==> config.mk <==
export PLATFORM = sky130hd
export DESIGN_NAME = vfs_top
export DESIGN_NICKNAME = d
export VERILOG_FILES = /design/src/rtl/vfs_pkg.sv /design/src/rtl/vfs_top.sv
export SDC_FILE = /design/constraint.sdc
export NUM_CORES = 1
export LEC_CHECK = 0
export BUFFER_PORTS_ARGS = -buffer_cell sky130_fd_sc_hd__buf_2
export CAP_MARGIN = 10
export CORE_MARGIN = 2
export CORE_UTILIZATION = 50
export DETAILED_ROUTE_END_ITERATION = 8
export GPL_TIMING_DRIVEN = 0
export PLACE_DENSITY_LB_ADDON = 0.25
export SYNTH_ARGS = -nofsm -noshare
export SYNTH_HDL_FRONTEND = slang
export SYNTH_SLANG_ARGS = --single-unit
export TNS_END_PERCENT = 100
==> constraint.sdc <==
create_clock -name REF_CLK_IN -period 2.2 [get_ports REF_CLK_IN]
set_input_delay 0.44 -clock REF_CLK_IN [delete_from_list [all_inputs] [get_ports REF_CLK_IN]]
set_output_delay 0.44 -clock REF_CLK_IN [all_outputs]
set_load 0.02 [all_outputs]
==> src/rtl/vfs_pkg.sv <==
// Operation
// 5-bit format code from pins or host bits; seven codes are reserved.
// code 00000 carries muxed samples on luma bus at 27 MHz, chroma low.
// code 00010 carries muxed samples on luma bus at 36 MHz, chroma low.
// codes 00100/00110 carry muxed luma-bus samples at 27/36 MHz.
// code 01000 is one luma-bus stream at 54 MHz with embedded timing.
// codes 01100/01101 are luma-bus streams at 54/72 MHz, embedded timing.
// code 01110 uses both buses at 27 MHz with external strobes.
// code 01111 is one luma-bus stream at 27/36 MHz, external strobes.
// 720-line progressive codes use separate buses at 74.25 MHz rates.
// 1080-line progressive codes use separate buses at 74.25 MHz rates.
// interlaced high-definition codes use separate buses at 74.25 MHz.
// segmented-frame codes use separate buses at 74.25 MHz rates.
// code 11111 uses separate buses with external strobes.
// either sync-enable pin or host bit high selects external strobes.
// both low selects embedded timing codes; strobes are ignored.
// 8-bit video sits on the upper bits, two low bits held low.
// format and sync choice are registered and applied at field change.
package vfs_pkg;

  // ----------------------------------------------------------------
  // register map
  // ----------------------------------------------------------------
  localparam logic [3:0] ADDR_CTRL = 4'h0;
  localparam logic [3:0] ADDR_STATUS = 4'h4;
  localparam logic [31:0] CTRL_RST = 32'h0000_0000;
  localparam int CTRL_HOST_SEL_BIT = 0;
  localparam int CTRL_EXT_SYNC_BIT = 1;
  localparam int CTRL_CODE_LSB = 4;
  localparam int STAT_CODE_LSB = 0;
  localparam int STAT_EXT_BIT = 5;
  localparam int STAT_SEP_BIT = 6;
  localparam int STAT_RSVD_BIT = 7;
  localparam int STAT_PEND_BIT = 8;
  localparam int STAT_CLK_LSB = 12;
  localparam logic [1:0] RESP_OKAY = 2'h0;
  localparam logic [1:0] RESP_SLVERR = 2'h2;

  // ----------------------------------------------------------------
  // video constants
  // ----------------------------------------------------------------
  localparam logic [4:0] FMT_RST = 5'h00;
  localparam logic [7:0] TRS_WORD0 = 8'hff;
  localparam logic [7:0] TRS_WORD1 = 8'h00;
  localparam int TRS_F_BIT = 8;
  localparam int TRS_V_BIT = 7;
  localparam int TRS_H_BIT = 6;
  localparam int SYNC_STAGES = 3;

  typedef enum logic [2:0] {
    VFS_CLK_27 = 3'h0,
    VFS_CLK_36 = 3'h1,
    VFS_CLK_27_36 = 3'h2,
    VFS_CLK_54 = 3'h3,
    VFS_CLK_72 = 3'h4,
    VFS_CLK_74 = 3'h5,
    VFS_CLK_NONE = 3'h7
  } vfs_clk_t;

  typedef struct packed {
    logic reserved;
    logic sep_yc;
    logic force_ext;
    logic force_trs;
    vfs_clk_t clk;
  } vfs_fmt_t;

  typedef struct packed {
    logic f;
    logic v;
    logic h;
  } vfs_sync_t;

  // ----------------------------------------------------------------
  // format code decode
  // ----------------------------------------------------------------
  function automatic vfs_fmt_t vfs_decode(input logic [4:0] code);
    vfs_fmt_t r;
    r = '{reserved: 1'b0, sep_yc: code[4], force_ext: 1'b0,
          force_trs: 1'b0, clk: VFS_CLK_74};
    case (code)
      5'h00, 5'h04: r.clk = VFS_CLK_27;
      5'h02, 5'h06: r.clk = VFS_CLK_36;
      5'h08, 5'h0c: begin
        r.clk = VFS_CLK_54;
        r.force_trs = 1'b1;
      end
      5'h0d: begin
        r.clk = VFS_CLK_72;
        r.force_trs = 1'b1;
      end
      5'h0e: begin
        r.clk = VFS_CLK_27;
        r.sep_yc = 1'b1;
        r.force_ext = 1'b1;
      end
      5'h0f: begin
        r.clk = VFS_CLK_27_36;
        r.force_ext = 1'b1;
      end
      5'h1f: r.force_ext = 1'b1;
      5'h01, 5'h03, 5'h05, 5'h07, 5'h09, 5'h0a, 5'h0b: begin
        r.reserved = 1'b1;
        r.clk = VFS_CLK_NONE;
      end
      default: r.clk = VFS_CLK_74;
    endcase
    return r;
  endfunction : vfs_decode

endpackage : vfs_pkg

==> src/rtl/vfs_top.sv <==
module vfs_top (
  input wire logic REF_CLK_IN, // video clock
  input wire logic SRST_IN, // sync reset, high
  input wire logic [3:0] S_AXI_AWADDR_IN, // write address
  input wire logic S_AXI_AWVALID_IN, // write address valid
  output logic S_AXI_AWREADY_OUT, // write address ready
  input wire logic [31:0] S_AXI_WDATA_IN, // write data
  input wire logic [3:0] S_AXI_WSTRB_IN, // write byte enables
  input wire logic S_AXI_WVALID_IN, // write data valid
  output logic S_AXI_WREADY_OUT, // write data ready
  output logic [1:0] S_AXI_BRESP_OUT, // write response
  output logic S_AXI_BVALID_OUT, // write response valid
  input wire logic S_AXI_BREADY_IN, // write response ready
  input wire logic [3:0] S_AXI_ARADDR_IN, // read address
  input wire logic S_AXI_ARVALID_IN, // read address valid
  output logic S_AXI_ARREADY_OUT, // read address ready
  output logic [31:0] S_AXI_RDATA_OUT, // read data
  output logic [1:0] S_AXI_RRESP_OUT, // read response
  output logic S_AXI_RVALID_OUT, // read data valid
  input wire logic S_AXI_RREADY_IN, // read data ready
  input wire logic [4:0] FORMAT_SELECT_CODE_IN, // format code pins
  input wire logic EXTERNAL_SYNC_ENABLE_IN, // sync source pin
  input wire logic [9:0] Y_IN, // luma or muxed bus
  input wire logic [9:0] C_IN, // chroma bus
  input wire logic F_IN, // field strobe
  input wire logic V_IN, // vertical strobe
  input wire logic H_IN, // horizontal strobe
  output logic [9:0] Y_OUT, // luma out
  output logic [9:0] C_OUT, // chroma out
  output logic F_OUT, // field timing
  output logic V_OUT, // vertical timing
  output logic H_OUT // horizontal timing
);

  // ----------------------------------------------------------------
  // declarations
  // ----------------------------------------------------------------
  logic [5:0] pin_s1_reg, pin_s2_reg, pin_s3_reg, pin_reg;
  logic [31:0] ctrl_reg;
  logic aw_rdy_reg, aw_have_reg, w_rdy_reg, w_have_reg, b_vld_reg;
  logic [3:0] aw_addr_reg;
  logic [31:0] w_data_reg;
  logic [3:0] w_strb_reg;
  logic [1:0] b_resp_reg, r_resp_reg;
  logic ar_rdy_reg, r_vld_reg;
  logic [31:0] r_data_reg;
  logic [7:0] hist0_reg, hist1_reg, hist2_reg;
  vfs_pkg::vfs_sync_t trs_reg, sel, out_sync_reg;
  logic [9:0] y_reg, c_reg;
  logic [4:0] act_code_reg;
  logic act_ext_reg;
  logic wr_fire, trs_hit, field_edge;
  logic [4:0] req_code;
  logic req_ext, req_ext_eff;
  vfs_pkg::vfs_fmt_t req_info, act_info;
  logic [31:0] status;

  // ----------------------------------------------------------------
  // strap pin synchroniser
  // ----------------------------------------------------------------
  always_ff @(posedge REF_CLK_IN) begin
    if (SRST_IN) begin
      pin_s1_reg <= 6'h00;
      pin_s2_reg <= 6'h00;
      pin_s3_reg <= 6'h00;
      pin_reg <= 6'h00;
    end else begin
      pin_s1_reg <= {EXTERNAL_SYNC_ENABLE_IN, FORMAT_SELECT_CODE_IN};
      pin_s2_reg <= pin_s1_reg;
      pin_s3_reg <= pin_s2_reg;
      if (pin_s2_reg == pin_s3_reg) begin
        pin_reg <= pin_s3_reg;
      end
    end
  end

  // ----------------------------------------------------------------
  // axi write channels
  // ----------------------------------------------------------------
  assign wr_fire = aw_have_reg && w_have_reg && !b_vld_reg;

  always_ff @(posedge REF_CLK_IN) begin
    if (SRST_IN) begin
      aw_rdy_reg <= 1'b0;
      aw_have_reg <= 1'b0;
      aw_addr_reg <= 4'h0;
      w_rdy_reg <= 1'b0;
      w_have_reg <= 1'b0;
      w_data_reg <= 32'h0000_0000;
      w_strb_reg <= 4'h0;
      b_vld_reg <= 1'b0;
      b_resp_reg <= vfs_pkg::RESP_OKAY;
    end else begin
      if (aw_rdy_reg && S_AXI_AWVALID_IN) begin
        aw_addr_reg <= S_AXI_AWADDR_IN;
        aw_have_reg <= 1'b1;
        aw_rdy_reg <= 1'b0;
      end else if (!aw_have_reg && !b_vld_reg) begin
        aw_rdy_reg <= 1'b1;
      end
      if (w_rdy_reg && S_AXI_WVALID_IN) begin
        w_data_reg <= S_AXI_WDATA_IN;
        w_strb_reg <= S_AXI_WSTRB_IN;
        w_have_reg <= 1'b1;
        w_rdy_reg <= 1'b0;
      end else if (!w_have_reg && !b_vld_reg) begin
        w_rdy_reg <= 1'b1;
      end
      if (wr_fire) begin
        aw_have_reg <= 1'b0;
        w_have_reg <= 1'b0;
        b_vld_reg <= 1'b1;
        b_resp_reg <= (aw_addr_reg == vfs_pkg::ADDR_CTRL) ?
                      vfs_pkg::RESP_OKAY : vfs_pkg::RESP_SLVERR;
      end else if (b_vld_reg && S_AXI_BREADY_IN) begin
        b_vld_reg <= 1'b0;
      end
    end
  end

  // control register, byte lanes
  always_ff @(posedge REF_CLK_IN) begin
    if (SRST_IN) begin
      ctrl_reg <= vfs_pkg::CTRL_RST;
    end else if (wr_fire && aw_addr_reg == vfs_pkg::ADDR_CTRL) begin
      for (int i = 0; i < 4; i++) begin
        if (w_strb_reg[i]) begin
          ctrl_reg[i*8 +: 8] <= w_data_reg[i*8 +: 8];
        end
      end
    end
  end

  // ----------------------------------------------------------------
  // axi read channel
  // ----------------------------------------------------------------
  always_comb begin
    status = 32'h0000_0000;
    status[vfs_pkg::STAT_CODE_LSB +: 5] = act_code_reg;
    status[vfs_pkg::STAT_EXT_BIT] = act_ext_reg;
    status[vfs_pkg::STAT_SEP_BIT] = act_info.sep_yc;
    status[vfs_pkg::STAT_RSVD_BIT] = req_info.reserved;
    status[vfs_pkg::STAT_PEND_BIT] = (req_code != act_code_reg) ||
                                     (req_ext_eff != act_ext_reg);
    status[vfs_pkg::STAT_CLK_LSB +: 3] = act_info.clk;
  end

  always_ff @(posedge REF_CLK_IN) begin
    if (SRST_IN) begin
      ar_rdy_reg <= 1'b0;
      r_vld_reg <= 1'b0;
      r_data_reg <= 32'h0000_0000;
      r_resp_reg <= vfs_pkg::RESP_OKAY;
    end else if (ar_rdy_reg && S_AXI_ARVALID_IN) begin
      ar_rdy_reg <= 1'b0;
      r_vld_reg <= 1'b1;
      r_resp_reg <= vfs_pkg::RESP_OKAY;
      case (S_AXI_ARADDR_IN)
        vfs_pkg::ADDR_CTRL: r_data_reg <= ctrl_reg;
        vfs_pkg::ADDR_STATUS: r_data_reg <= status;
        default: begin
          r_data_reg <= 32'h0000_0000;
          r_resp_reg <= vfs_pkg::RESP_SLVERR;
        end
      endcase
    end else if (r_vld_reg && S_AXI_RREADY_IN) begin
      r_vld_reg <= 1'b0;
    end else if (!r_vld_reg) begin
      ar_rdy_reg <= 1'b1;
    end
  end

  // ----------------------------------------------------------------
  // format and sync request
  // ----------------------------------------------------------------
  assign req_code = ctrl_reg[vfs_pkg::CTRL_HOST_SEL_BIT] ?
                    ctrl_reg[vfs_pkg::CTRL_CODE_LSB +: 5] : pin_reg[4:0];
  assign req_ext = pin_reg[5] | ctrl_reg[vfs_pkg::CTRL_EXT_SYNC_BIT];
  assign req_info = vfs_pkg::vfs_decode(req_code);
  assign act_info = vfs_pkg::vfs_decode(act_code_reg);
  // generic codes need strobes, progressive sd needs embedded codes
  assign req_ext_eff = req_info.force_ext |
                       (!req_info.force_trs & req_ext);

  // ----------------------------------------------------------------
  // embedded timing code extraction
  // ----------------------------------------------------------------
  // only the upper eight bits are compared so 8-bit sources match
  assign trs_hit = hist2_reg == vfs_pkg::TRS_WORD0 &&
                   hist1_reg == vfs_pkg::TRS_WORD1 &&
                   hist0_reg == vfs_pkg::TRS_WORD1;

  always_ff @(posedge REF_CLK_IN) begin
    if (SRST_IN) begin
      hist0_reg <= 8'h00;
      hist1_reg <= 8'h00;
      hist2_reg <= 8'h00;
      trs_reg <= '0;
    end else begin
      hist0_reg <= Y_IN[9:2];
      hist1_reg <= hist0_reg;
      hist2_reg <= hist1_reg;
      if (trs_hit) begin
        trs_reg <= '{f: Y_IN[vfs_pkg::TRS_F_BIT],
                     v: Y_IN[vfs_pkg::TRS_V_BIT],
                     h: Y_IN[vfs_pkg::TRS_H_BIT]};
      end
    end
  end

  // ----------------------------------------------------------------
  // sync source and field-boundary apply
  // ----------------------------------------------------------------
  always_comb begin
    if (act_ext_reg) begin
      sel = '{f: F_IN, v: V_IN, h: H_IN};
    end else begin
      sel = trs_reg;
    end
  end

  assign field_edge = sel.f != out_sync_reg.f;

  always_ff @(posedge REF_CLK_IN) begin
    if (SRST_IN) begin
      act_code_reg <= vfs_pkg::FMT_RST;
      act_ext_reg <= 1'b0;
    end else if (field_edge && !req_info.reserved) begin
      act_code_reg <= req_code;
      act_ext_reg <= req_ext_eff;
    end
  end

  // ----------------------------------------------------------------
  // output stage
  // ----------------------------------------------------------------
  always_ff @(posedge REF_CLK_IN) begin
    if (SRST_IN) begin
      out_sync_reg <= '0;
      y_reg <= 10'h000;
      c_reg <= 10'h000;
    end else begin
      out_sync_reg <= sel;
      y_reg <= Y_IN;
      c_reg <= act_info.sep_yc ? C_IN : 10'h000;
    end
  end

  assign S_AXI_AWREADY_OUT = aw_rdy_reg;
  assign S_AXI_WREADY_OUT = w_rdy_reg;
  assign S_AXI_BVALID_OUT = b_vld_reg;
  assign S_AXI_BRESP_OUT = b_resp_reg;
  assign S_AXI_ARREADY_OUT = ar_rdy_reg;
  assign S_AXI_RVALID_OUT = r_vld_reg;
  assign S_AXI_RDATA_OUT = r_data_reg;
  assign S_AXI_RRESP_OUT = r_resp_reg;
  assign Y_OUT = y_reg;
  assign C_OUT = c_reg;
  assign F_OUT = out_sync_reg.f;
  assign V_OUT = out_sync_reg.v;
  assign H_OUT = out_sync_reg.h;
endmodule : vfs_top

Word-level counts from Yosys, hierarchy flattened
Cells that the tools add are included.
{"block": "totals", "regBits": 195, "latch_bits": 0, "ram_bits": 0, "romBits": 0, "output_inout_bits": 64, "mem_count": 0}
{"block": "op_classes", "add_sub_neg": 0, "n_mul": 0, "div": 0, "magnitude_cmp": 0, "n_eq_ne": 34, "n_shift": 0, "mux": 14, "bitwise_logic": 6, "reduce_logical": 44}
{"cell": "5-bit by 4-bit equality test with 1-bit output, second input constant", "n": 16}
{"cell": "32-bit one-hot mux with 2 select lines", "n": 1}
{"cell": "5-bit by 3-bit equality test with 1-bit output, second input constant", "n": 6}
{"cell": "3-bit one-hot mux with 6 select lines", "n": 1}
{"cell": "8-bit zero test", "n": 2}
{"cell": "2-bit OR reduction", "n": 8}
{"cell": "5-bit by 2-bit equality test with 1-bit output, second input constant", "n": 3}
{"cell": "7-bit OR reduction", "n": 2}
{"cell": "1-bit logical AND", "n": 13}
{"cell": "5-bit by 1-bit equality test with 1-bit output, second input constant", "n": 2}
{"cell": "2-bit AND reduction", "n": 5}
{"cell": "3-bit OR reduction", "n": 3}
{"cell": "8-bit equality test, second input constant", "n": 1}
{"cell": "4-bit zero test", "n": 2}
{"cell": "1-bit two-way mux", "n": 8}
{"cell": "6-bit equality test", "n": 1}
{"cell": "5-bit equality test, second input constant", "n": 1}
{"cell": "1-bit zero test", "n": 5}
{"cell": "5-bit zero test", "n": 1}
{"cell": "5-bit two-way mux", "n": 1}
{"cell": "5-bit != test", "n": 1}
{"cell": "4-bit by 3-bit equality test with 1-bit output, second input constant", "n": 1}
{"cell": "2-bit two-way mux", "n": 2}
{"cell": "2-bit nonzero test", "n": 2}
{"cell": "6 further kinds", "n": 10}

Logic depth before layout (Yosys ltp)
{"block": "logic_depth", "ltp_word": 10, "depth_mapped": 6, "depth_no_buf": 5}

Least setup slack after synthesis
Ideal clock, no wire load.
{"block": "synth_path", "path_type": "register to register", "startpoint": "register ctrl_reg[0]", "endpoint": "register r_data_reg[8], in the netlist S_AXI_RDATA_OUT[8]", "setup_time_ns": 0.132, "arrival_ns": 1.632, "slack_ns": 0.436, "stages_incl_launch_ff": 7, "period_less_slack_ns": 1.764, "path_cell_list": "dfxtp_1 -> buf_6 -> mux2i_4 -> xnor2_1 -> or4_4 -> a2111oi_4 -> a31oi_1"}
{"block": "synth_between", "elab_chain_cells": 10}
{"element": "start, declared", "line_no": "vfs_top.sv:39", "source": "logic [31:0] ctrl_reg;"}
{"element": "start signal, assigned", "line_no": "vfs_top.sv:124", "source": "ctrl_reg <= vfs_pkg::CTRL_RST;"}
{"element": "start signal, assigned by index", "line_no": "vfs_top.sv:128", "source": "ctrl_reg[i*8 +: 8] <= w_data_reg[i*8 +: 8];"}
{"element": "5-bit two-way mux *", "line_no": "vfs_top.sv:176", "source": "assign req_code = ctrl_reg[vfs_pkg::CTRL_HOST_SEL_BIT] ?"}
{"element": "5-bit by 4-bit equality test with 1-bit output", "line_no": "vfs_pkg.sv:81", "source": "case (code)"}
{"element": "3-bit OR reduction (no source line)"}
{"element": "1-bit two-way mux", "line_no": "vfs_pkg.sv:81"}
{"element": "1-bit zero test", "line_no": "vfs_top.sv:183", "source": "(!req_info.force_trs & req_ext);"}
{"element": "1-bit AND", "line_no": "vfs_top.sv:183"}
{"element": "1-bit OR", "line_no": "vfs_top.sv:182", "source": "assign req_ext_eff = req_info.force_ext |"}
{"element": "1-bit != test", "line_no": "vfs_top.sv:144", "source": "(req_ext_eff != act_ext_reg);"}
{"element": "1-bit logical OR *", "line_no": "vfs_top.sv:143", "source": "status[vfs_pkg::STAT_PEND_BIT] = (req_code != act_code_reg) ||"}
{"element": "32-bit one-hot mux with 2 select lines *", "line_no": "vfs_top.sv:158", "source": "case (S_AXI_ARADDR_IN)"}
{"element": "end signal, assigned", "line_no": "vfs_top.sv:159", "source": "vfs_pkg::ADDR_CTRL: r_data_reg <= ctrl_reg;"}
{"element": "end signal, assigned", "line_no": "vfs_top.sv:160", "source": "vfs_pkg::ADDR_STATUS: r_data_reg <= status;"}
{"element": "end, declared", "line_no": "vfs_top.sv:46", "source": "logic [31:0] r_data_reg;"}
Every way passes the cells marked *; elsewhere a longest branch is shown, timed or not.
A chain may end at the register's enable or synchronous reset.

Worst setup path in the final report
{"block": "layout_path", "startpoint": "register ctrl_reg[0]", "endpoint": "register act_code_reg[3]"}
{"block": "layout_between", "elab_chain_cells": 6}
{"element": "5-bit two-way mux *", "line_no": "vfs_top.sv:176"}
{"element": "5-bit by 1-bit equality test with 1-bit output (tied with other cells)"}
{"element": "7-bit OR reduction"}
{"element": "1-bit two-way mux", "line_no": "vfs_pkg.sv:81"}
{"element": "1-bit zero test", "line_no": "vfs_top.sv:228", "source": "end else if (field_edge && !req_info.reserved) begin"}
{"element": "1-bit logical AND", "line_no": "vfs_top.sv:228"}
{"element": "end signal, assigned", "line_no": "vfs_top.sv:226", "source": "act_code_reg <= vfs_pkg::FMT_RST;"}
{"element": "end signal, assigned", "line_no": "vfs_top.sv:229", "source": "act_code_reg <= req_code;"}
{"element": "end, declared", "line_no": "vfs_top.sv:50", "source": "logic [4:0] act_code_reg;"}
Marked as above.

==> impl_results.md <==
* Post-DP HPWL at 11500 um
* Max Used Layer: met4
* DIE WIDTH at 119 um
* Maximum fanout along the worst path at 10
* WHS Endpoint: C_OUT[7]
* Clock skew at 9.85 ps
* Dpl ws at 158 ps
* Vias in the first global route at 5238
* RSZ-0062 raised after global routing: false
* Routed vias at 5482
* Most common cell on crit path: mux2i_1
* Final Cell Area at 8160 um2
* Simple-Gate Fraction of Synth Area at 23.0%
* Syn Area/Cell at 9.12 um2
* Largest net degree at the start of global routing at 17
* Metal3 WL at 756 um
* DR DRC count at 0
* CTS hold repair buffers at 0
* Number of H-tree levels at 4
* Cells after DPL at 1036
* Initial drt markers at 391
* Compound-cell area share of the yosys netlist at 12.2%
* Lkg Pwr at 3.31 nW
* Nets at 963
* Post-Layout Cell Count at 1068
* PortBufs at 141
* Met2 WL at 7630 um
* Initial antenna violation count at 0
* FILL cells at 1124
* Placed Area at 7510 um2
* Actual slew at the worst max-slew pin at 684 ps
* Bufs and invs on worst path at 0
* Syn. warnings at 0
* Post-synthesis mux area share at 3.53%
* Synth-to-Final Area Change at 23.9%
* Worst Hold Depth at 2
* Root Buffer: clkbuf_16
* Critical Path RT at 2500 ps
* CTS Buf Count at 17
* Reg-to-reg setup timing slack at 240 ps
* Worst-skew pair later-pin latency at 430 ps
* Fin. Hold Viols at 0
* Headroom to the max-slew limit at 53.2%
* Antenna cells at 0
* Yosys reg bits at 185
* Number of synthesized flops with an enable pin at 0
* TritonCTS clock tree: built
* Reg-to-Reg End: act_code_reg[3]
* Critical path arrival at 2250 ps
* Post-synth cell types at 51
* Vias per Instance at 5.13
* Post-Syn Area at 6590 um2
* Global Route Usage Sum at 22.3%
* Worst-path clk slew at 60 ps
* Total Power at 7.16 mW
* M1 WL at 6820 um
* Commonest cells after routing, fill and taps aside: dfxtp_1 (185), buf_2 (145), nand2_1 (129)
* Clk buf depth at 2
* Setup_tns at 0 ps
* Core ar. at 12700 um2
* Critical Path End Type: flop
* Worst path cell trace: mux2i_1, or3b_1, o21ai_2, mux2i_1, nor2_1
* Final setup margin at 241 ps
* Initial Util at 51.8%
* Final setup violation count at 0
* Layout cells sized above 1 at 20.5%
* Worst setup SP type: flop
* Synth Area in XOR/XNOR at 1.60%
* Adder-cell share of the synthesized area at 0%
* Rows at 41
* Post-cts sizing count at 0
* Worst path slowest cell: dfxtp_1
* Final Cycle Share at 89.1%
* Delay-heaviest family, CP: multiplexers
* Drt total wl at 15500 um
* Crit path kind: reg2reg
* Largest family of logic cells by synthesized area: simple AND/OR/NAND/NOR gates
* Gate Count Post-Synth at 722
* Seq/Total Area, Yosys at 56.2%
* Final slew viol count at 0
* Worst-case reg-to-reg path depth at 5
* Max Freq at 510 MHz
* Primary FF master, synth: dfxtp_1
* PD cells at 878 nW/um2
* CP max stage delay at 420 ps
* # Post-CTS Setup Buffers at 0
* FFs w/ async S/R, synth at 0%
* Routed WL per cell at 14.6 um
* Die span in y at 119 um
* Hold_sp: C_IN[7]
* Final min period at 1960 ps
* Max-cap viol count at 0
* Die area at 14100 um2
* Most common cell after layout, fill and taps aside: dfxtp_1
* Worst IR Drop VDD at 0.611 mV
* Clock Sinks at 185
* Worst hold path class: in2reg
* First drt pass iteration count at 5
* Run status: completed
* First-pass GRT wire length at 24900 um
* Routed Antenna Nets at 0
* Boundary Pins at 144
* Total grt overflow at 0
* Reg2Reg Launch Point: ctrl_reg[0]
* GP Congestion at 0.888
==> synthesized netlist by cell type, drive strengths merged (2+ instances only) <==
| library cell | count | area (um2) |
|---|---|---|
| a31oi | 2 | 12.5 |
| nor2 | 36 | 138 |
| nand2b | 4 | 25.0 |
| or3 | 2 | 12.5 |
| xor2 | 5 | 43.8 |
| or3b | 2 | 17.5 |
| nand2 | 129 | 484 |
| nand3 | 38 | 190 |
| a21oi | 99 | 495 |
| inv | 4 | 15.0 |
| buf | 16 | 80.1 |
| or2 | 4 | 25.0 |
| nor2b | 50 | 313 |
| and2 | 11 | 68.8 |
| a22o | 20 | 175 |
| or4 | 4 | 33.8 |
| a2111oi | 2 | 36.3 |
| nor4 | 5 | 31.3 |
| mux2i | 22 | 233 |
| clkbuf | 34 | 128 |
| nor3b | 2 | 15.0 |
| nor3 | 19 | 95.1 |
| o21ai | 3 | 18.8 |
| dfxtp | 185 | 3700 |
| xnor2 | 7 | 61.3 |
==> through the flow <==
stage	hold slack, ps	utilization, %
2_1_floorplan	414	-
3_3_place_gp	417	59.0
3_5_place_dp	425	59.0
4_1_cts	198	64.1
5_1_grt	203	64.1
6_report	213	64.1
==> worst max path at each step <==
stage	start	endpoint	slack (ps)	cells after the start
final	ctrl_reg[0]	act_code_reg[3]	240	5
after global routing	ctrl_reg[0]	act_code_reg[3]	100	5
after CTS	ctrl_reg[0]	act_code_reg[3]	260	5
after detailed placement	S_AXI_ARADDR_IN[1]	S_AXI_RDATA_OUT[26]	160	5
after global placement	S_AXI_ARADDR_IN[1]	S_AXI_RDATA_OUT[31]	170	5
after floorplan	ctrl_reg[0]	S_AXI_RDATA_OUT[8]	440	6
==> power breakdown <==
group	internal, mW	leakage, nW	total, mW	switching (mW)
logic	0.163	1.50	0.417	0.254
clock network	2.03	0.306	3.26	1.23
registers	3.43	1.50	3.48	0.0498
total	5.63	3.31	7.16	1.54
==> final cells by class <==
| type | instances | area, um2 | area share (%) |
|---|---|---|---|
| timing repair buffer | 141 | 706 | 8.65 |
| clock inverter | 9 | 160 | 1.96 |
| multi-input combinational | 484 | 2660 | 32.6 |
| inverter | 4 | 15.0 | 0.184 |
| tap | 172 | 215 | 2.64 |
| buffer | 50 | 208 | 2.55 |
| clock buffer | 23 | 488 | 5.98 |
| sequential | 185 | 3700 | 45.4 |
==> logic make-up (layout without fill, tap and decap cells) <==
family / count (synthesis) / in the layout
multiplexers: 22 / 22
other: 1 / 2
AND/OR/NAND/NOR: 314 / 314
AO/OA/AOI/OAI: 134 / 134
XOR/XNOR: 12 / 12
buffers and inverters: 54 / 227
flip-flops: 185 / 185
==> routing by layer <==
metal | global-route usage, % | up-vias
li1 | - | 2757
met1 | 27.4 | 2546
met2 | 37.7 | 153
met3 | 5.41 | 26
met4 | 8.93 | 0
met5 | 0 | -
Note: power is estimated with default switching activity, not from simulation.
